## src/timer16_pkg.sv

```systemverilog
/*
 * Package for the 16-bit timer waveform-mode and compare-output block:
 * register offsets, field positions, reset values, mode codes, carriers.
 * Assumes a single 40 MHz clock and an AXI4-Lite register bus.
 */
package timer16_pkg;

	// Register byte offsets
	localparam logic [7:0] OFF_CONTROL_A  = 8'h80;
	localparam logic [7:0] OFF_CONTROL_B  = 8'h81;
	localparam logic [7:0] OFF_CONTROL_B_W = 8'h84;
	localparam logic [7:0] OFF_COMPARE_A  = 8'h88;
	localparam logic [7:0] OFF_COMPARE_B  = 8'h8C;
	localparam logic [7:0] OFF_CAPTURE    = 8'h90;
	localparam logic [7:0] OFF_COUNT      = 8'h94;
	localparam logic [7:0] OFF_FLAGS      = 8'h98;

	// Control A field positions and reset value
	localparam int CA_ACT_A_LSB = 6;
	localparam int CA_ACT_B_LSB = 4;
	localparam int CA_WGM_LSB   = 0;
	localparam logic [7:0] CONTROL_A_RESET = 8'h00;
	localparam logic [7:0] CONTROL_A_MASK  = 8'hF3;
	// Control B (own word): bits 4:3 high mode, 2:0 tick source
	localparam int CB_WGM_LSB = 3;
	localparam int CB_CS_LSB  = 0;
	localparam logic [7:0] CONTROL_B_RESET = 8'h00;
	localparam logic [7:0] CONTROL_B_MASK  = 8'h1F;
	// Flag bits: 0 overflow, 1 match A, 2 match B
	localparam int FL_OVF = 0;
	localparam int FL_CMA = 1;
	localparam int FL_CMB = 2;

	// Counter limits
	localparam logic [15:0] BOTTOM   = 16'h0000;
	localparam logic [15:0] MAX      = 16'hFFFF;
	localparam logic [15:0] TOP_8BIT = 16'h00FF;
	localparam logic [15:0] TOP_9BIT = 16'h01FF;
	localparam logic [15:0] TOP_10BIT = 16'h03FF;

	// Prescale divide counts
	localparam logic [9:0] DIV_8    = 10'h007;
	localparam logic [9:0] DIV_64   = 10'h03F;
	localparam logic [9:0] DIV_256  = 10'h0FF;
	localparam logic [9:0] DIV_1024 = 10'h3FF;

	// Output action codes
	localparam logic [1:0] ACT_OFF    = 2'h0;
	localparam logic [1:0] ACT_TOGGLE = 2'h1;
	localparam logic [1:0] ACT_CLEAR  = 2'h2;
	localparam logic [1:0] ACT_SET    = 2'h3;

	// Tick source codes
	localparam logic [2:0] CS_STOP = 3'h0;
	localparam logic [2:0] CS_DIV1 = 3'h1;
	localparam logic [2:0] CS_DIV8 = 3'h2;
	localparam logic [2:0] CS_DIV64 = 3'h3;
	localparam logic [2:0] CS_DIV256 = 3'h4;
	localparam logic [2:0] CS_DIV1024 = 3'h5;
	localparam logic [2:0] CS_EXT_FALL = 3'h6;
	localparam logic [2:0] CS_EXT_RISE = 3'h7;

	// Waveform class, one-hot
	typedef enum logic [4:0] {
		WF_NORMAL = 5'h01,
		WF_CTC    = 5'h02,
		WF_FAST   = 5'h04,
		WF_DUAL   = 5'h08,
		WF_RSVD   = 5'h10
	} wave_class_t;

	// Update point of compare values
	typedef enum logic [2:0] {
		UPD_NOW    = 3'h1,
		UPD_TOP    = 3'h2,
		UPD_BOTTOM = 3'h4
	} update_at_t;

	// Decoded mode bundle
	typedef struct packed {
		wave_class_t cls;
		update_at_t  upd;
		logic [1:0]  top_src;   // 0 fixed, 1 capture, 2 compare A
		logic [15:0] fixed_top;
		logic        ovf_bottom; // overflow at BOTTOM instead of TOP/MAX
		logic        toggle_ok;  // channel A toggle allowed in PWM
	} mode_info_t;

	// Compare outputs to the pin mux
	typedef struct packed {
		logic level;
		logic connect;
	} pin_ctl_t;

endpackage

```

## src/wave_unit.sv

```systemverilog
/*
 * Compare-output waveform unit for one channel.
 * Assumes tick and match strobes qualified by the same clock enable.
 */
`timescale 1ns/1ps
module wave_unit
	import timer16_pkg::*;
(
	// Clock and reset
	input  wire logic        clock_in,
	input  wire logic        resetn_in,
	// Control
	input  wire logic [1:0]  action_in,
	input  wire mode_info_t  mode_in,
	input  wire logic        is_chan_a_in,
	// Events
	input  wire logic        tick_in,
	input  wire logic        match_in,
	input  wire logic        at_bottom_in,
	input  wire logic        match_is_top_in,
	input  wire logic        count_up_in,
	// Output
	output pin_ctl_t         pin_out
);
	import timer16_pkg::*;

	logic level_r;   // Output latch
	logic level_nxt; // Next latch value
	logic conn_r;    // Pin override
	logic conn_nxt;  // Next override

	// Next level from action, class and events
	always_comb begin
		level_nxt = level_r;
		conn_nxt  = 1'b0;
		case (mode_in.cls)
			WF_NORMAL, WF_CTC: begin
				conn_nxt = (action_in != ACT_OFF);
				if (tick_in && match_in) begin
					case (action_in)
						ACT_TOGGLE: level_nxt = ~level_r;
						ACT_CLEAR:  level_nxt = 1'b0;
						ACT_SET:    level_nxt = 1'b1;
						default:    level_nxt = level_r;
					endcase
				end
			end
			WF_FAST: begin
				if (action_in == ACT_TOGGLE) begin
					// Toggle only channel A in capture- or compare-A-as-TOP modes
					conn_nxt = is_chan_a_in && mode_in.toggle_ok;
					if (conn_nxt && tick_in && match_in)
						level_nxt = ~level_r;
				end else if (action_in[1]) begin
					conn_nxt = 1'b1;
					if (tick_in && at_bottom_in)
						level_nxt = ~action_in[0];
					else if (tick_in && match_in && !match_is_top_in)
						level_nxt = action_in[0];
				end
			end
			WF_DUAL: begin
				if (action_in == ACT_TOGGLE) begin
					conn_nxt = is_chan_a_in && mode_in.toggle_ok;
					if (conn_nxt && tick_in && match_in)
						level_nxt = ~level_r;
				end else if (action_in[1]) begin
					conn_nxt = 1'b1;
					// Direction decides polarity; BOTTOM/TOP match gives
					// constant level since the match recurs each period
					if (tick_in && match_in)
						level_nxt = count_up_in ? action_in[0]
							: ~action_in[0];
				end
			end
			default: begin
				conn_nxt  = 1'b0; // Reserved mode leaves pin alone
				level_nxt = level_r;
			end
		endcase
	end

	// Register output state
	always_ff @(posedge clock_in or negedge resetn_in) begin
		if (!resetn_in) begin
			level_r <= 1'b0;
			conn_r  <= 1'b0;
		end else begin
			level_r <= level_nxt;
			conn_r  <= conn_nxt;
		end
	end

	assign pin_out.level   = level_r;
	assign pin_out.connect = conn_r;

endmodule

```

## src/timer16_core.sv

```systemverilog
/*
 * Top of the 16-bit timer waveform-mode block: AXI4-Lite registers,
 * prescaler, counter sequencer, flags and two compare-output units.
 * Assumes the external tick pin and port pins are asynchronous.
 */
// Implementation choice: the AXI4-Lite slave port.
`timescale 1ns/1ps
module timer16_core
	import timer16_pkg::*;
(
	// Clock and reset
	input  wire logic        clock_in,
	input  wire logic        resetn_in,
	// AXI4-Lite write address
	input  wire logic        s_axi_awvalid_in,
	output logic             s_axi_awready_out,
	input  wire logic [7:0]  s_axi_awaddr_in,
	// AXI4-Lite write data
	input  wire logic        s_axi_wvalid_in,
	output logic             s_axi_wready_out,
	input  wire logic [31:0] s_axi_wdata_in,
	input  wire logic [3:0]  s_axi_wstrb_in,
	// AXI4-Lite write response
	output logic             s_axi_bvalid_out,
	input  wire logic        s_axi_bready_in,
	output logic [1:0]       s_axi_bresp_out,
	// AXI4-Lite read
	input  wire logic        s_axi_arvalid_in,
	output logic             s_axi_arready_out,
	input  wire logic [7:0]  s_axi_araddr_in,
	output logic             s_axi_rvalid_out,
	input  wire logic        s_axi_rready_in,
	output logic [31:0]      s_axi_rdata_out,
	output logic [1:0]       s_axi_rresp_out,
	// Pins
	input  wire logic        ext_tick_pin_in,
	input  wire logic        port_a_level_in,
	input  wire logic        port_b_level_in,
	output logic             compare_out_a_out,
	output logic             compare_out_b_out
);
	import timer16_pkg::*;

	////////////////////////////////////////////////////////////////////
	// Registers and bus state
	logic [7:0]  ctrl_a_r, ctrl_a_nxt;     // Control A
	logic [7:0]  ctrl_b_r, ctrl_b_nxt;     // Control B
	logic [15:0] cmp_a_buf_r, cmp_a_buf_nxt; // Compare A buffer
	logic [15:0] cmp_b_buf_r, cmp_b_buf_nxt; // Compare B buffer
	logic [15:0] cmp_a_r, cmp_a_nxt;       // Active compare A
	logic [15:0] cmp_b_r, cmp_b_nxt;       // Active compare B
	logic [15:0] capture_r, capture_nxt;   // Capture value
	logic [15:0] count_r, count_nxt;       // Counter
	logic        up_r, up_nxt;             // Dual-slope direction
	logic [2:0]  flags_r, flags_nxt;       // Sticky flags
	logic        match_a_r, match_a_nxt;   // Pending match A
	logic        match_b_r, match_b_nxt;   // Pending match B
	logic        aw_r, aw_nxt;             // Address held
	logic        w_r, w_nxt;               // Data held
	logic [7:0]  awaddr_r, awaddr_nxt;
	logic [31:0] wdata_r, wdata_nxt;
	logic [3:0]  wstrb_r, wstrb_nxt;
	logic        bvalid_r, bvalid_nxt;
	logic [1:0]  bresp_r, bresp_nxt;
	logic        rvalid_r, rvalid_nxt;
	logic [31:0] rdata_r, rdata_nxt;
	logic [1:0]  rresp_r, rresp_nxt;
	logic [9:0]  pre_r, pre_nxt;           // Prescaler
	logic [2:0]  ext_sync_r;               // Pin sync and edge history
	logic        pin_a_r;                  // Pin outputs
	logic        pin_b_r;
	logic [1:0]  port_a_sync_r, port_b_sync_r;

	// Decode helpers
	logic [3:0]  wgm;
	mode_info_t  mode;
	logic [15:0] top;
	logic        tick;
	logic        do_write, wr_hit;
	logic        at_top, at_bottom;
	pin_ctl_t    ctl_a, ctl_b;

	assign wgm = {ctrl_b_r[CB_WGM_LSB +: 2], ctrl_a_r[CA_WGM_LSB +: 2]};

	////////////////////////////////////////////////////////////////////
	// Mode decode table
	always_comb begin
		mode = '{cls: WF_NORMAL, upd: UPD_NOW, top_src: 2'h0,
			fixed_top: MAX, ovf_bottom: 1'b0, toggle_ok: 1'b0};
		case (wgm)
			4'h0: mode.cls = WF_NORMAL;
			4'h4: begin mode.cls = WF_CTC; mode.top_src = 2'h2; end
			4'hC: begin mode.cls = WF_CTC; mode.top_src = 2'h1; end
			4'h1, 4'h2, 4'h3, 4'hA, 4'hB: begin
				mode.cls = WF_DUAL;
				mode.upd = UPD_TOP;
				mode.ovf_bottom = 1'b1;
				mode.top_src = (wgm == 4'hA) ? 2'h1
					: (wgm == 4'hB) ? 2'h2 : 2'h0;
				mode.fixed_top = (wgm == 4'h1) ? TOP_8BIT
					: (wgm == 4'h2) ? TOP_9BIT : TOP_10BIT;
				mode.toggle_ok = (wgm == 4'hB);
			end
			4'h8, 4'h9: begin
				mode.cls = WF_DUAL;
				mode.upd = UPD_BOTTOM;
				mode.ovf_bottom = 1'b1;
				mode.top_src = wgm[0] ? 2'h2 : 2'h1;
				mode.toggle_ok = wgm[0];
			end
			4'h5, 4'h6, 4'h7, 4'hE, 4'hF: begin
				mode.cls = WF_FAST;
				mode.upd = UPD_BOTTOM;
				mode.top_src = (wgm == 4'hE) ? 2'h1
					: (wgm == 4'hF) ? 2'h2 : 2'h0;
				mode.fixed_top = (wgm == 4'h5) ? TOP_8BIT
					: (wgm == 4'h6) ? TOP_9BIT : TOP_10BIT;
				// Channel A toggle is legal in both register-as-TOP modes (capture in E, compare A in F)
				mode.toggle_ok = (wgm == 4'hE) || (wgm == 4'hF);
			end
			default: mode.cls = WF_RSVD;
		endcase
	end

	// TOP source pick
	always_comb begin
		case (mode.top_src)
			2'h1:    top = capture_r;
			2'h2:    top = cmp_a_r;
			default: top = mode.fixed_top;
		endcase
	end

	////////////////////////////////////////////////////////////////////
	// Tick source: prescaler and synchronised external edges
	always_comb begin
		pre_nxt = pre_r + 10'h001;
		tick    = 1'b0;
		case (ctrl_b_r[CB_CS_LSB +: 3])
			CS_STOP:     pre_nxt = 10'h000;
			CS_DIV1:     tick = 1'b1;
			CS_DIV8:     tick = ((pre_r & DIV_8) == DIV_8);
			CS_DIV64:    tick = ((pre_r & DIV_64) == DIV_64);
			CS_DIV256:   tick = ((pre_r & DIV_256) == DIV_256);
			CS_DIV1024:  tick = (pre_r == DIV_1024);
			CS_EXT_FALL: tick = ext_sync_r[2] & ~ext_sync_r[1];
			CS_EXT_RISE: tick = ~ext_sync_r[2] & ext_sync_r[1];
			default:     tick = 1'b0;
		endcase
	end

	assign at_top    = (count_r == top);
	assign at_bottom = (count_r == BOTTOM);

	////////////////////////////////////////////////////////////////////
	// Counter, reloads and flags; qualified by the tick except flag clears and UPD_NOW reloads
	always_comb begin
		count_nxt = count_r;
		up_nxt    = up_r;
		cmp_a_nxt = cmp_a_r;
		cmp_b_nxt = cmp_b_r;
		flags_nxt = flags_r;
		// Write-one-to-clear first; a hardware set below still wins
		if (do_write && awaddr_r == OFF_FLAGS && wstrb_r[0])
			flags_nxt = flags_r & ~wdata_r[2:0];
		match_a_nxt = match_a_r;
		match_b_nxt = match_b_r;
		if (mode.upd == UPD_NOW) begin
			cmp_a_nxt = cmp_a_buf_r;
			cmp_b_nxt = cmp_b_buf_r;
		end
		if (tick) begin
			// Flag the match found on the previous tick
			if (match_a_r) flags_nxt[FL_CMA] = 1'b1;
			if (match_b_r) flags_nxt[FL_CMB] = 1'b1;
			match_a_nxt = (count_r == cmp_a_r);
			match_b_nxt = (count_r == cmp_b_r);
			case (mode.cls)
				WF_NORMAL: begin
					count_nxt = count_r + 16'h0001;
					if (count_r == MAX) flags_nxt[FL_OVF] = 1'b1;
				end
				WF_CTC: begin
					count_nxt = at_top ? BOTTOM : count_r + 16'h0001;
					if (count_r == MAX) flags_nxt[FL_OVF] = 1'b1;
				end
				WF_FAST: begin
					count_nxt = at_top ? BOTTOM : count_r + 16'h0001;
					if (at_top) begin
						flags_nxt[FL_OVF] = 1'b1;
						// Reload lands as count wraps to BOTTOM
						cmp_a_nxt = cmp_a_buf_r;
						cmp_b_nxt = cmp_b_buf_r;
					end
				end
				WF_DUAL: begin
					// TOP and BOTTOM each last one tick; the count turns without a repeat
					if (up_r) begin
						count_nxt = at_top ? count_r - 16'h0001
							: count_r + 16'h0001;
						up_nxt = !at_top;
					end else begin
						count_nxt = at_bottom ? count_r + 16'h0001
							: count_r - 16'h0001;
						up_nxt = at_bottom;
					end
					if (at_top && mode.upd == UPD_TOP) begin
						cmp_a_nxt = cmp_a_buf_r;
						cmp_b_nxt = cmp_b_buf_r;
					end
					if (at_bottom) begin
						flags_nxt[FL_OVF] = 1'b1;
						if (mode.upd == UPD_BOTTOM) begin
							cmp_a_nxt = cmp_a_buf_r;
							cmp_b_nxt = cmp_b_buf_r;
						end
					end
				end
				default: count_nxt = count_r;
			endcase
		end
	end

	////////////////////////////////////////////////////////////////////
	// AXI4-Lite slave: take address and data in any order
	assign do_write = aw_r && w_r && !bvalid_r;
	assign wr_hit   = (awaddr_r == OFF_CONTROL_A) ||
		(awaddr_r == OFF_CONTROL_B_W) || (awaddr_r == OFF_COMPARE_A) ||
		(awaddr_r == OFF_COMPARE_B) || (awaddr_r == OFF_CAPTURE) ||
		(awaddr_r == OFF_FLAGS);

	always_comb begin
		aw_nxt = aw_r;
		w_nxt  = w_r;
		awaddr_nxt = awaddr_r;
		wdata_nxt  = wdata_r;
		wstrb_nxt  = wstrb_r;
		bvalid_nxt = bvalid_r;
		bresp_nxt  = bresp_r;
		ctrl_a_nxt = ctrl_a_r;
		ctrl_b_nxt = ctrl_b_r;
		cmp_a_buf_nxt = cmp_a_buf_r;
		cmp_b_buf_nxt = cmp_b_buf_r;
		capture_nxt = capture_r;
		if (s_axi_awvalid_in && !aw_r) begin
			aw_nxt = 1'b1;
			awaddr_nxt = {s_axi_awaddr_in[7:2], 2'b00};
		end
		if (s_axi_wvalid_in && !w_r) begin
			w_nxt = 1'b1;
			wdata_nxt = s_axi_wdata_in;
			wstrb_nxt = s_axi_wstrb_in;
		end
		if (bvalid_r && s_axi_bready_in) bvalid_nxt = 1'b0;
		if (do_write) begin
			aw_nxt = 1'b0;
			w_nxt  = 1'b0;
			bvalid_nxt = 1'b1;
			bresp_nxt  = wr_hit ? 2'b00 : 2'b10;
			if (wstrb_r[0]) begin
				case (awaddr_r)
					OFF_CONTROL_A:
						ctrl_a_nxt = wdata_r[7:0] & CONTROL_A_MASK;
					OFF_CONTROL_B_W:
						ctrl_b_nxt = wdata_r[7:0] & CONTROL_B_MASK;
					OFF_COMPARE_A: cmp_a_buf_nxt[7:0] = wdata_r[7:0];
					OFF_COMPARE_B: cmp_b_buf_nxt[7:0] = wdata_r[7:0];
					OFF_CAPTURE:   capture_nxt[7:0]   = wdata_r[7:0];
					default: ;
				endcase
			end
			if (wstrb_r[1]) begin
				case (awaddr_r)
					OFF_COMPARE_A: cmp_a_buf_nxt[15:8] = wdata_r[15:8];
					OFF_COMPARE_B: cmp_b_buf_nxt[15:8] = wdata_r[15:8];
					OFF_CAPTURE:   capture_nxt[15:8]   = wdata_r[15:8];
					default: ;
				endcase
			end
		end
	end

	// Read side: one read at a time, answered a cycle after address
	always_comb begin
		rvalid_nxt = rvalid_r;
		rdata_nxt  = rdata_r;
		rresp_nxt  = rresp_r;
		if (rvalid_r && s_axi_rready_in) rvalid_nxt = 1'b0;
		if (s_axi_arvalid_in && !rvalid_r) begin
			rvalid_nxt = 1'b1;
			rresp_nxt  = 2'b00;
			case ({s_axi_araddr_in[7:2], 2'b00})
				OFF_CONTROL_A:   rdata_nxt = {24'h000000, ctrl_a_r};
				OFF_CONTROL_B_W: rdata_nxt = {24'h000000, ctrl_b_r};
				OFF_COMPARE_A:   rdata_nxt = {16'h0000, cmp_a_buf_r};
				OFF_COMPARE_B:   rdata_nxt = {16'h0000, cmp_b_buf_r};
				OFF_CAPTURE:     rdata_nxt = {16'h0000, capture_r};
				OFF_COUNT:       rdata_nxt = {16'h0000, count_r};
				OFF_FLAGS:       rdata_nxt = {29'h00000000, flags_r};
				default: begin
					rdata_nxt = 32'h00000000;
					rresp_nxt = 2'b10;
				end
			endcase
		end
	end

	////////////////////////////////////////////////////////////////////
	// Compare-output units
	wave_unit u_wave_a (
		.clock_in        (clock_in),
		.resetn_in       (resetn_in),
		.action_in       (ctrl_a_r[CA_ACT_A_LSB +: 2]),
		.mode_in         (mode),
		.is_chan_a_in    (1'b1),
		.tick_in         (tick),
		.match_in        (count_r == cmp_a_r),
		.at_bottom_in    (count_nxt == BOTTOM && at_top),
		.match_is_top_in (cmp_a_r == top && ctrl_a_r[CA_ACT_A_LSB + 1]),
		// Direction after the turn: TOP acts as falling, BOTTOM as rising
		.count_up_in     (up_nxt),
		.pin_out         (ctl_a)
	);

	wave_unit u_wave_b (
		.clock_in        (clock_in),
		.resetn_in       (resetn_in),
		.action_in       (ctrl_a_r[CA_ACT_B_LSB +: 2]),
		.mode_in         (mode),
		.is_chan_a_in    (1'b0),
		.tick_in         (tick),
		.match_in        (count_r == cmp_b_r),
		.at_bottom_in    (count_nxt == BOTTOM && at_top),
		.match_is_top_in (cmp_b_r == top && ctrl_a_r[CA_ACT_B_LSB + 1]),
		.count_up_in     (up_nxt),
		.pin_out         (ctl_b)
	);

	////////////////////////////////////////////////////////////////////
	// State registers
	always_ff @(posedge clock_in or negedge resetn_in) begin
		if (!resetn_in) begin
			ctrl_a_r <= CONTROL_A_RESET;
			ctrl_b_r <= CONTROL_B_RESET;
			cmp_a_buf_r <= 16'h0000;
			cmp_b_buf_r <= 16'h0000;
			cmp_a_r <= 16'h0000;
			cmp_b_r <= 16'h0000;
			capture_r <= 16'h0000;
			count_r <= BOTTOM;
			up_r <= 1'b1;
			flags_r <= 3'h0;
			match_a_r <= 1'b0;
			match_b_r <= 1'b0;
			aw_r <= 1'b0;
			w_r <= 1'b0;
			awaddr_r <= 8'h00;
			wdata_r <= 32'h00000000;
			wstrb_r <= 4'h0;
			bvalid_r <= 1'b0;
			bresp_r <= 2'b00;
			rvalid_r <= 1'b0;
			rdata_r <= 32'h00000000;
			rresp_r <= 2'b00;
			pre_r <= 10'h000;
			ext_sync_r <= 3'h0;
			port_a_sync_r <= 2'h0;
			port_b_sync_r <= 2'h0;
			pin_a_r <= 1'b0;
			pin_b_r <= 1'b0;
		end else begin
			ctrl_a_r <= ctrl_a_nxt;
			ctrl_b_r <= ctrl_b_nxt;
			cmp_a_buf_r <= cmp_a_buf_nxt;
			cmp_b_buf_r <= cmp_b_buf_nxt;
			cmp_a_r <= cmp_a_nxt;
			cmp_b_r <= cmp_b_nxt;
			capture_r <= capture_nxt;
			count_r <= count_nxt;
			up_r <= up_nxt;
			flags_r <= flags_nxt;
			match_a_r <= match_a_nxt;
			match_b_r <= match_b_nxt;
			aw_r <= aw_nxt;
			w_r <= w_nxt;
			awaddr_r <= awaddr_nxt;
			wdata_r <= wdata_nxt;
			wstrb_r <= wstrb_nxt;
			bvalid_r <= bvalid_nxt;
			bresp_r <= bresp_nxt;
			rvalid_r <= rvalid_nxt;
			rdata_r <= rdata_nxt;
			rresp_r <= rresp_nxt;
			pre_r <= pre_nxt;
			ext_sync_r <= {ext_sync_r[1:0], ext_tick_pin_in};
			port_a_sync_r <= {port_a_sync_r[0], port_a_level_in};
			port_b_sync_r <= {port_b_sync_r[0], port_b_level_in};
			// Compare output overrides port value when connected
			pin_a_r <= ctl_a.connect ? ctl_a.level : port_a_sync_r[1];
			pin_b_r <= ctl_b.connect ? ctl_b.level : port_b_sync_r[1];
		end
	end

	assign s_axi_awready_out = !aw_r;
	assign s_axi_wready_out  = !w_r;
	assign s_axi_bvalid_out  = bvalid_r;
	assign s_axi_bresp_out   = bresp_r;
	assign s_axi_arready_out = !rvalid_r;
	assign s_axi_rvalid_out  = rvalid_r;
	assign s_axi_rdata_out   = rdata_r;
	assign s_axi_rresp_out   = rresp_r;
	assign compare_out_a_out = pin_a_r;
	assign compare_out_b_out = pin_b_r;

endmodule

```

## config.mk

```make
export PLATFORM = sky130hd
export DESIGN_NAME = timer16_core
export DESIGN_NICKNAME = d
export VERILOG_FILES = /design/src/timer16_pkg.sv /design/src/wave_unit.sv /design/src/timer16_core.sv
export SDC_FILE = /design/constraint.sdc
export NUM_CORES = 1
export LEC_CHECK = 0
export BUFFER_PORTS_ARGS = -buffer_cell sky130_fd_sc_hd__buf_2
export CORE_MARGIN = 8
export CORE_UTILIZATION = 55
export CTS_CLUSTER_SIZE = 16
export DETAILED_ROUTE_END_ITERATION = 12
export PLACE_DENSITY = 0.75
export SLEW_MARGIN = 20
export SYNTH_ARGS = -nofsm -noshare
export SYNTH_HDL_FRONTEND = slang
export SYNTH_SLANG_ARGS = --single-unit
```

## constraint.sdc

```tcl
create_clock -name clock_in -period 7.6 [get_ports clock_in]
set_input_delay 1.14 -clock clock_in [delete_from_list [all_inputs] [get_ports clock_in]]
set_output_delay 1.14 -clock clock_in [all_outputs]
set_load 0.02 [all_outputs]
```

==> summary.md, run 1 <==
| Metric | Value |
|---|---|
| Status | `finished, final reports clean` |
| Die Height | `156 um` |
| Setup Skew | `0.0117 ns` |
| Max Root-Sink Buffers | `2` |
| Count of final hold-check violations | `0` |
| Rows | `51` |
| Unrepaired setup endpoints after global routing | `no` |
| Grt ovf | `0` |
| R2R setup slack | `1.35 ns` |
| Post-synth ARST share | `1.00` |
| Critical Path Start | `ctrl_b_r[3]` |
| Rel. slew slack | `0.305` |
| Commonest cells post-synth | `dfrtp_1, mux2_2, nand2_1` |
| Hold Path Class | `reg -> reg` |
| Count leader, synth | `dfrtp_1` |
| Clock latency on the worst-skew pair | `0.44 ns` |
| Io pins | `105` |
| EDFF count, synth | `0` |
| DR pass1 iterations | `9` |
| Post-synthesis sequential area ratio | `0.423` |
| Slew Limit Fails | `0` |
| Startpoint type of the worst setup path | `flop` |
| Number of global-route vias before repair | `8,792` |
| Worst-path maximum fanout | `31` |
| Syn Inst Count | `1,075` |
| First-pass GRT wire length | `48,200 um` |
| Post-synth cell types | `78` |
| Leakage power | `5.17 nW` |
| Post-synthesis cell area | `10,800 sq um` |
| Buf/Inv on CP | `1` |
| # diodes | `0` |
| PwrDens | `390 nW/um^2` |
| Max-cap check violation count | `0` |
| Hold Startpoint | `port_a_sync_r[0]` |
| Max stage delay on crit path | `0.73 ns` |
| CTS buffer count | `17` |
| Core ar. | `19,300 sq um` |
| Synthesis-stage register bit count | `182` |
| Fin crit share | `0.822` |
| Post-Route Setup TNS | `0 ns` |
| Final setup viols | `0` |
| Synth area leader | `dfrtp_1` |
| Min cycle time layout | `6.25 ns` |
| Top cells by area, synth | `dfrtp_1, mux2_2, xnor2_1` |
| Worst Path Required | `7.96 ns` |
| Die ar. | `24,300 sq um` |
| Cell Chain, Critical Path | `inv_1 > o211ai_1 > o21a_1 > ha_1 > a221oi_1 > xnor2_1 > nor4_1 > nand4_1 > and3b_1 > a311oi_1 > a221o_1 > or4_1 > nor4_4 > nand3_1 > a311o_1 > a2bb2oi_1` |
| Post-synth top flop | `dfrtp_1` |
| CTS tree | `built` |
| Critical Path Slowest Stage Cell | `and3b_1` |
| H-tree depth | `4` |
| Post-cts resize count | `0` |
| Post-CTS Setup Bufs | `0` |
| IO buf count | `64` |
| Vias | `8,863` |
| RePlAce Congestion | `1.01` |
| FMAX | `0.160 GHz` |
| Pin count of the biggest net entering global routing | `105` |
| Layout cells sized above 1 | `0.225` |
| Yosys warnings | `0` |
| Clk root buf | `clkbuf_16` |
| Area grow syn2layout | `9.61%` |
| Starting Density | `0.558` |
| Crit end category | `flop` |
| Crit path kind | `reg -> reg` |
| Max VDD drop | `0.000253 V` |
| Worst Path Arrival | `6.60 ns` |
| DPL Wire Length | `21,400 um` |
| Syn Area/Cell | `10.0 sq um` |
| Routed Antenna Nets | `0` |
| Reg2reg start | `ctrl_b_r[3]` |
| Post-layout nets | `1,186` |
| DRC errors left | `0` |
| Initial DRC Count | `906` |
| Initial antenna violation count | `0` |
| Final core area utilization | `0.611` |
| CP delay by family, top | `simple AND/OR/NAND/NOR gates` |
| Clk pin slew, worst setup/hold paths | `0.07 ns` |
| Worst-margin pin slew | `1.04 ns` |
| Wire length per cell | `21.7 um` |
| WL final | `30,200 um` |
| Yosys top cell area share | `0.420` |
| GRT Total Usage | `0.253` |
| Post-CTS Hold Buffers | `0` |
| Die width | `156 um` |
| Vias per inst | `6.38` |
| TritonCTS Sinks | `182` |
## cell type report
cell class / count / area (sq um)
Inverter: 29 / 109
Clock inverter: 14 / 133
Clock buffer: 18 / 429
Timing Repair Buffer: 81 / 457
Tap cell: 265 / 332
Sequential cell: 182 / 4560
Fill cell: 1643 / 7520
Multi-Input combinational cell: 801 / 5800
## path summary, 6_finish.rpt
| path | end | cells past startpoint |
|---|---|---|
| hold / removal | port_a_sync_r[1] | 0 |
| setup / recovery | u_wave_a.level_r | 16 |
| setup reg to reg | u_wave_a.level_r | 16 |
| min in group asynchronous | pre_r[3] | 1 |
| hold reg to reg | port_a_sync_r[1] | 0 |
| max in group asynchronous | cmp_a_buf_r[5] | 2 |
## flip-flops by register name, indices dropped and copies added, names as in the netlist, 2 cells and up
signal,count
cmp_b_buf_r,16
awaddr_r,6
wstrb_r,2
flags_r,3
port_a_sync_r,2
port_b_sync_r,2
ctrl_b_r,5
ctrl_a_r,6
wdata_r,16
count_r,16
capture_r,16
cmp_b_r,16
ext_sync_r,3
pre_r,10
cmp_a_r,16
s_axi_rdata_out,16
cmp_a_buf_r,16
## stage by stage
| stage | cell area, sq um | power (mW) | worst slack [ns] | std cells | hold WS (ns) |
|---|---|---|---|---|---|
| finish | 11800 | 4.60 | 1.35 | 1390 | 0.345 |
| global route | 11800 | 4.88 | 1.03 | 1390 | 0.356 |
| CTS | 11800 | 4.57 | 1.54 | 1390 | 0.346 |
| detailed placement | 11200 | 3.71 | 1.58 | 1358 | 0.335 |
| global placement | 11200 | 3.66 | 1.70 | 1358 | 0.335 |
| floorplan | 10800 | 3.16 | 2.85 | 1092 | 0.331 |
## layer usage
layer	wire length, um	part of all wire	vias up	GRT usage
met3	2510	0.083	79	0.0496
met1	12400	0.41	4332	0.326
met5	0	0	-	0
met2	14100	0.47	421	0.411
li1	-	-	4031	-
met4	1160	0.038	0	0.104
## cells in the final DEF (no fill, tap or decap), types with 15 or more instances in the layout
| cell | count |
|---|---|
| xnor2_1 | 53 |
| buf_4 | 17 |
| xor2_1 | 38 |
| o21ai_0 | 37 |
| nor3_1 | 32 |
| conb_1 | 18 |
| dfrtp_1 | 181 |
| inv_1 | 29 |
| buf_2 | 63 |
| nor2_1 | 68 |
| nor4_1 | 17 |
| a21oi_1 | 28 |
| nand2_1 | 84 |
| nand3_1 | 35 |
| mux2_2 | 116 |
| nand4_1 | 17 |
| a22oi_1 | 15 |
| a22o_1 | 20 |
| clkbuf_16 | 17 |
## worst register-to-register path, delay by kind of cell, from the launching register on
family | cells | cell delay, ns
AND/OR/NAND/NOR | 6 | 2.31
adder cells (fa/ha/maj) | 1 | 0.61
AO/OA/AOI/OAI | 7 | 2.17
buffers and inverters | 1 | 0.24
XOR/XNOR | 1 | 0.17
flip-flops | 1 | 0.67
## power by group
part	switching (mW)	internal, mW
clock network	0.425	0.433
logic	1.12	0.892
registers	0.453	1.28
total	2.00	2.61
## kinds of logic after synthesis
family                   share of synthesized area
XOR/XNOR                                    0.0739
AO/OA/AOI/OAI                                0.163
buffers and inverters                       0.0477
other                                     0.000348
adder cells (fa/ha/maj)                     0.0139
AND/OR/NAND/NOR                              0.156
flip-flops                                   0.423
multiplexers                                 0.123
No activity file was read; power rests on OpenSTA's default activity.
==> run 2, diff against run 1 <==
==> constraint.sdc (replaced) <==
create_clock -name clock_in -period 6.3 [get_ports clock_in]
set_input_delay 0.945 -clock clock_in [delete_from_list [all_inputs] [get_ports clock_in]]
set_output_delay 0.945 -clock clock_in [all_outputs]
set_load 0.02 [all_outputs]
==> run 2 against run 1 <==
Against the previous run:
- critical path depth is the same
- total power grew 23%
- via count grew 1.9%
- sequential power grew 19%
- register-to-register slack lost 0.75 ns
- cell area grew 1.4%
- global-route usage grew 0.15 points
- final cell count grew 1.2%
- die area is the same
- sequential cell count is the same
- critical path type unchanged
- largest cell class unchanged
- largest power group unchanged
- highest routed layer unchanged
==> summary.md, run 2 (synthesis gave the netlist of run 1 again) <==
| Metric | Value |
|---|---|
| Status | `finished, final reports clean` |
| TritonCTS Sinks | `182` |
| DPL Wire Length | `21,700 um` |
| FMAX | `0.175 GHz` |
| WL final | `30,400 um` |
| Vias per inst | `6.42` |
| Power share of the sequential group | `0.365` |
| Initial antenna violation count | `0` |
| Core ar. | `19,300 sq um` |
| Number of global-route vias before repair | `8,962` |
| Post-layout nets | `1,203` |
| Clk pin slew, worst setup/hold paths | `0.08 ns` |
| DR pass1 iterations | `6` |
| Worst hold margin | `0.344 ns` |
| Clock network fraction of total power | `0.188` |
| Rows | `51` |
| Post-cts resize count | `0` |
| Vias | `9,034` |
| Final core area utilization | `0.620` |
| Worst-margin pin slew | `1.00 ns` |
| Logic pwr share | `0.447` |
| Fin crit share | `0.905` |
| GRT Total Usage | `0.255` |
| Hold Path Class | `reg -> reg` |
| Rel. slew slack | `0.327` |
| PwrDens | `473 nW/um^2` |
| Clk root buf | `clkbuf_16` |
| Max Root-Sink Buffers | `2` |
| Worst Path Arrival | `6.07 ns` |
| Sw frac | `0.433` |
| Grt ovf | `0` |
| Max VDD drop | `0.000322 V` |
| Die ar. | `24,300 sq um` |
| Commonest non-fill, non-tap cell in the layout | `dfrtp_1` |
| Initial DRC Count | `985` |
| Wire length per cell | `21.6 um` |
| Crit path kind | `reg -> reg` |
| Crit end category | `flop` |
| Post-CTS Hold Buffers | `0` |
| Max-cap check violation count | `0` |
| Die width | `156 um` |
| Setup Skew | `0.0124 ns` |
| IO buf count | `64` |
| Area grow syn2layout | `11.1%` |
| Min cycle time layout | `5.70 ns` |
| Slew Limit Fails | `0` |
| Count of final hold-check violations | `0` |
| H-tree depth | `4` |
| First-pass GRT wire length | `48,600 um` |
| Worst Path Required | `6.67 ns` |
| Io pins | `105` |
| Leakage power | `5.27 nW` |
| Post-Route Setup TNS | `0 ns` |
| Commonest non-fill, non-tap cells in the layout | `dfrtp_1, mux2_2, nand2_1, nor2_1, buf_2` |
| Final setup viols | `0` |
| Post-CTS Setup Bufs | `0` |
| Clock latency on the worst-skew pair | `0.44 ns` |
| Pin count of the biggest net entering global routing | `104` |
| Pint | `3.21 mW` |
| Unrepaired setup endpoints after global routing | `no` |
| Layout cells sized above 1 | `0.236` |
| # diodes | `0` |
| RePlAce Congestion | `0.992` |
| DRC errors left | `0` |
| Switching Power | `2.45 mW` |
| Die Height | `156 um` |
| Routed Antenna Nets | `0` |
| Pwr Total | `5.66 mW` |
| Worst-path maximum fanout | `19` |
| Startpoint type of the worst setup path | `flop` |
| CTS buffer count | `17` |
| CTS tree | `built` |
| Starting Density | `0.558` |
-- run 2: power by group through the flow --
stage	sequential, mW	combinational, mW	clock (mW)
6_report	2.06	2.53	1.06
5_1_grt	2.11	2.75	1.12
4_1_cts	2.05	2.50	1.08
3_5_place_dp	2.06	2.48	0
3_3_place_gp	2.04	2.43	0
2_1_floorplan	1.85	1.96	0
-- run 2: layer usage --
layer  GRT usage  vias to the layer above  wire length [um]
met3      0.0535                       94              2380
met4       0.113                        0              1070
met2       0.412                      442             14600
met5           0                        -                 0
li1            -                     4061                 -
met1       0.324                     4437             12400
-- run 2: worst paths after layout --
| path | start | endpoint | slack [ns] | cells past startpoint |
|---|---|---|---|---|
| setup / recovery | ctrl_a_r[0] | u_wave_b.level_r | 0.60 | 16 |
| hold / removal | port_a_sync_r[0] | port_a_sync_r[1] | 0.34 | 0 |
| setup reg to reg | ctrl_a_r[0] | u_wave_b.level_r | 0.60 | 16 |
| hold reg to reg | port_a_sync_r[0] | port_a_sync_r[1] | 0.34 | 0 |
| max in group asynchronous | resetn_in | cmp_a_r[14] | 4.49 | 2 |
| min in group asynchronous | resetn_in | pre_r[3] | 0.60 | 1 |
-- run 2: final cells by class --
cell class	count	area [sq um]
inverters	29	109
fillers	1623	7350
repair buffers	98	588
clock inverters	14	160
multi-input cells	801	5810
flip-flops and latches	182	4560
clock buffers	18	429
well taps	265	332
-- run 2: per-stage QoR --
step,cells,worst slack (ns),instance area [sq um]
6_report,1407,0.599,12000
5_1_grt,1407,0.251,12000
4_1_cts,1407,0.745,12000
3_5_place_dp,1375,0.738,11400
3_3_place_gp,1375,0.843,11400
2_1_floorplan,1092,1.55,10800
-- run 2: worst max-delay path: stages (launching register included) --
cell and delay, ns:
dfrtp_1 0.46, nor2_1 0.31, nand2_1 0.10, o21a_1 0.20, ha_1 0.61, buf_4 0.33, a21boi_0 0.43, or3_1 0.18
o211ai_1 0.22, nor2_1 0.78, a311oi_1 0.20, a221o_1 0.38, or4_1 0.60, nor4_4 0.26, a211oi_1 0.12, a211o_1 0.29
a31oi_1 0.16
==> run 3, diff against run 2 <==
--- a/config.mk
+++ b/config.mk
@@ -14,4 +14,5 @@
 export SLEW_MARGIN = 20
 export SYNTH_ARGS = -nofsm -noshare
 export SYNTH_HDL_FRONTEND = slang
+export SYNTH_HIERARCHICAL = 1
 export SYNTH_SLANG_ARGS = --single-unit
==> constraint.sdc (replaced) <==
create_clock -name clock_in -period 6.3 [get_ports clock_in]
set_input_delay 0.945 -clock clock_in [delete_from_list [all_inputs] [get_ports clock_in]]
set_output_delay 0.945 -clock clock_in [all_outputs]
set_load 0.05 [all_outputs]
==> run 3 against run 2 <==
Against the previous run:
- cell area decreased by 1.4%
- clock skew up 0.0054 ns
- count of clock-buffer cells in the layout stayed put
- sequential power is 6% lower
- sequential cell count is the same
- register-to-register slack worse by 0.19 ns
- first-iteration DRC count decreased by 11%
- final cell count decreased by 2.9%
- via count down 6.1%
- synthesized cell count decreased by 3.4%
- area after synthesis down 1.1%
==> summary.md, run 3 <==
| Metric | Value |
|---|---|
| Pint | `3.19 mW` |
| Syn Area/Cell | `10.3 sq um` |
| Worst hold margin | `0.350 ns` |
| Hold Path Class | `reg -> reg` |
| RePlAce Congestion | `0.959` |
| Worst-path maximum fanout | `13` |
| TritonCTS Sinks | `182` |
| Core ar. | `19,300 sq um` |
| CTS tree | `built` |
| Number of global-route vias before repair | `8,577` |
| Die width | `155 um` |
| Post-synthesis cell area | `10,700 sq um` |
| Worst Path Required | `6.62 ns` |
| Max VDD drop | `0.000300 V` |
| Routed Antenna Nets | `0` |
| Power share of the sequential group | `0.345` |
| Register Area | `4560 sq um` |
| Post-CTS Setup Bufs | `0` |
| Clock latency on the worst-skew pair | `0.45 ns` |
| Max Root-Sink Buffers | `2` |
| Worst Path Arrival | `6.21 ns` |
| Setup Skew | `0.0179 ns` |
| Die ar. | `24,100 sq um` |
| Grt ovf | `0` |
| Crit end category | `flop` |
| Vias | `8,484` |
| Worst-margin pin slew | `1.07 ns` |
| Count of final hold-check violations | `0` |
| Post-layout nets | `1,162` |
| Final instance area | `11,800 sq um` |
| DRC errors left | `0` |
| Pin count of the biggest net entering global routing | `96` |
| Fillcell total | `1,615` |
| Min cycle time layout | `5.90 ns` |
| # diodes | `0` |
| Startpoint type of the worst setup path | `flop` |
| Clk pin slew, worst setup/hold paths | `0.08 ns` |
| Starting Density | `0.553` |
| PwrDens | `476 nW/um^2` |
| WL final | `28,100 um` |
| Slew Limit Fails | `0` |
| DR pass1 iterations | `6` |
| Die Height | `155 um` |
| Rel. slew slack | `0.282` |
| Post-Route Setup TNS | `0 ns` |
| First-pass GRT wire length | `45,400 um` |
| Wire length per cell | `20.6 um` |
| Crit path kind | `reg -> reg` |
| CTS buffer count | `17` |
| Yosys warnings | `6` |
| Switching Power | `2.42 mW` |
| GRT Total Usage | `0.237` |
| Leakage power | `5.19 nW` |
| Clock network fraction of total power | `0.187` |
| Unrepaired setup endpoints after global routing | `no` |
| Status | `finished, final reports clean` |
| Area grow syn2layout | `10.7%` |
| Placement Cell Area | `11,200 sq um` |
| Max-cap check violation count | `0` |
| FMAX | `0.170 GHz` |
| Initial DRC Count | `876` |
| DPL Wire Length | `20,600 um` |
| Clk root buf | `clkbuf_16` |
| Logic pwr share | `0.468` |
| Initial antenna violation count | `0` |
| Post-CTS Hold Buffers | `0` |
| Final setup viols | `0` |
| Io pins | `105` |
| IO buf count | `64` |
| Layout cells sized above 1 | `0.248` |
| Syn Inst Count | `1,038` |
| H-tree depth | `4` |
| Commonest non-fill, non-tap cell in the layout | `dfrtp_1` |
| Commonest non-fill, non-tap cells in the layout | `dfrtp_1, mux2_2, nand2_1, xnor2_1, buf_2` |
| Rows | `51` |
| Multi-input logic area | `5670 sq um` |
| Vias per inst | `6.21` |
| Post-placement cell count | `1,334` |
| Final std cells w/o fill | `1,366` |
| Sw frac | `0.431` |
| Fin crit share | `0.936` |
run 3: area by class of cell:
| cell class | instances | share of cell area |
|---|---|---|
| inverters | 27 | 0.00858 |
| well taps | 265 | 0.0281 |
| clock inverters | 14 | 0.0137 |
| flip-flops and latches | 182 | 0.386 |
| repair buffers | 95 | 0.0476 |
| clock buffers | 18 | 0.0363 |
| multi-input cells | 765 | 0.480 |
run 3: repair_timing:
action,CTS,global route
hold endpoints to repair,0,0
resized for setup,0,3
endpoints found under the setup margin,0,2
run 3: routing by layer:
layer  routed length [um]  global-route usage
met5                    0                   0
met4                  791               0.102
met3                 1620              0.0430
met2                13200               0.381
met1                12500               0.309
run 3: final timing paths:
| kind | startpoint | to | cells after the start | slack, ns |
|---|---|---|---|---|
| worst max register to register | ctrl_b_r[4] | u_wave_a/level_r | 21 | 0.40 |
| min in group asynchronous | resetn_in | s_axi_rdata_out[15] | 1 | 0.56 |
| worst max-delay path | ctrl_b_r[4] | u_wave_a/level_r | 21 | 0.40 |
| worst min-delay path | port_a_sync_r[0] | port_a_sync_r[1] | 0 | 0.35 |
| worst min register to register | port_a_sync_r[0] | port_a_sync_r[1] | 0 | 0.35 |
| max in group asynchronous | resetn_in | flags_r[0] | 2 | 4.55 |
run 3: power groups by stage:
| stage | combinational (mW) | sequential, mW | clock, mW |
|---|---|---|---|
| after global routing | 2.84 | 1.99 | 1.10 |
| after global placement | 2.53 | 1.93 | 0 |
| after detailed placement | 2.58 | 1.95 | 0 |
| final | 2.63 | 1.94 | 1.05 |
| after floorplan | 2.07 | 1.78 | 0 |
| after CTS | 2.59 | 1.93 | 1.06 |
run 3: worst max-delay path, cell delays in order, from the launching register on:
cell and delay (ns):
dfrtp_1 0.46, nor2_1 0.25, nand2_1 0.08, o21a_1 0.12, inv_1 0.06, ha_1 0.38, a21oi_1 0.28, a21boi_1 0.32
xnor2_1 0.10, or4_4 0.52, or4_4 0.59, o21ai_2 0.20, mux2_2 0.38, a221oi_1 0.27, o21ai_1 0.14, or4_1 0.56
nor3_2 0.27, a21oi_1 0.12, nand2_1 0.11, a21oi_1 0.10, a211oi_1 0.33, a2bb2oi_1 0.11
run 3: through the flow:
stage          utilization  worst slack (ns)  power [mW]
3_3_place_gp         0.582             0.605        4.46
4_1_cts              0.612             0.415        5.58
2_1_floorplan            -             0.823        3.85
5_1_grt              0.613           0.00744        5.93
6_report             0.613             0.404        5.62
3_5_place_dp         0.582             0.426        4.53
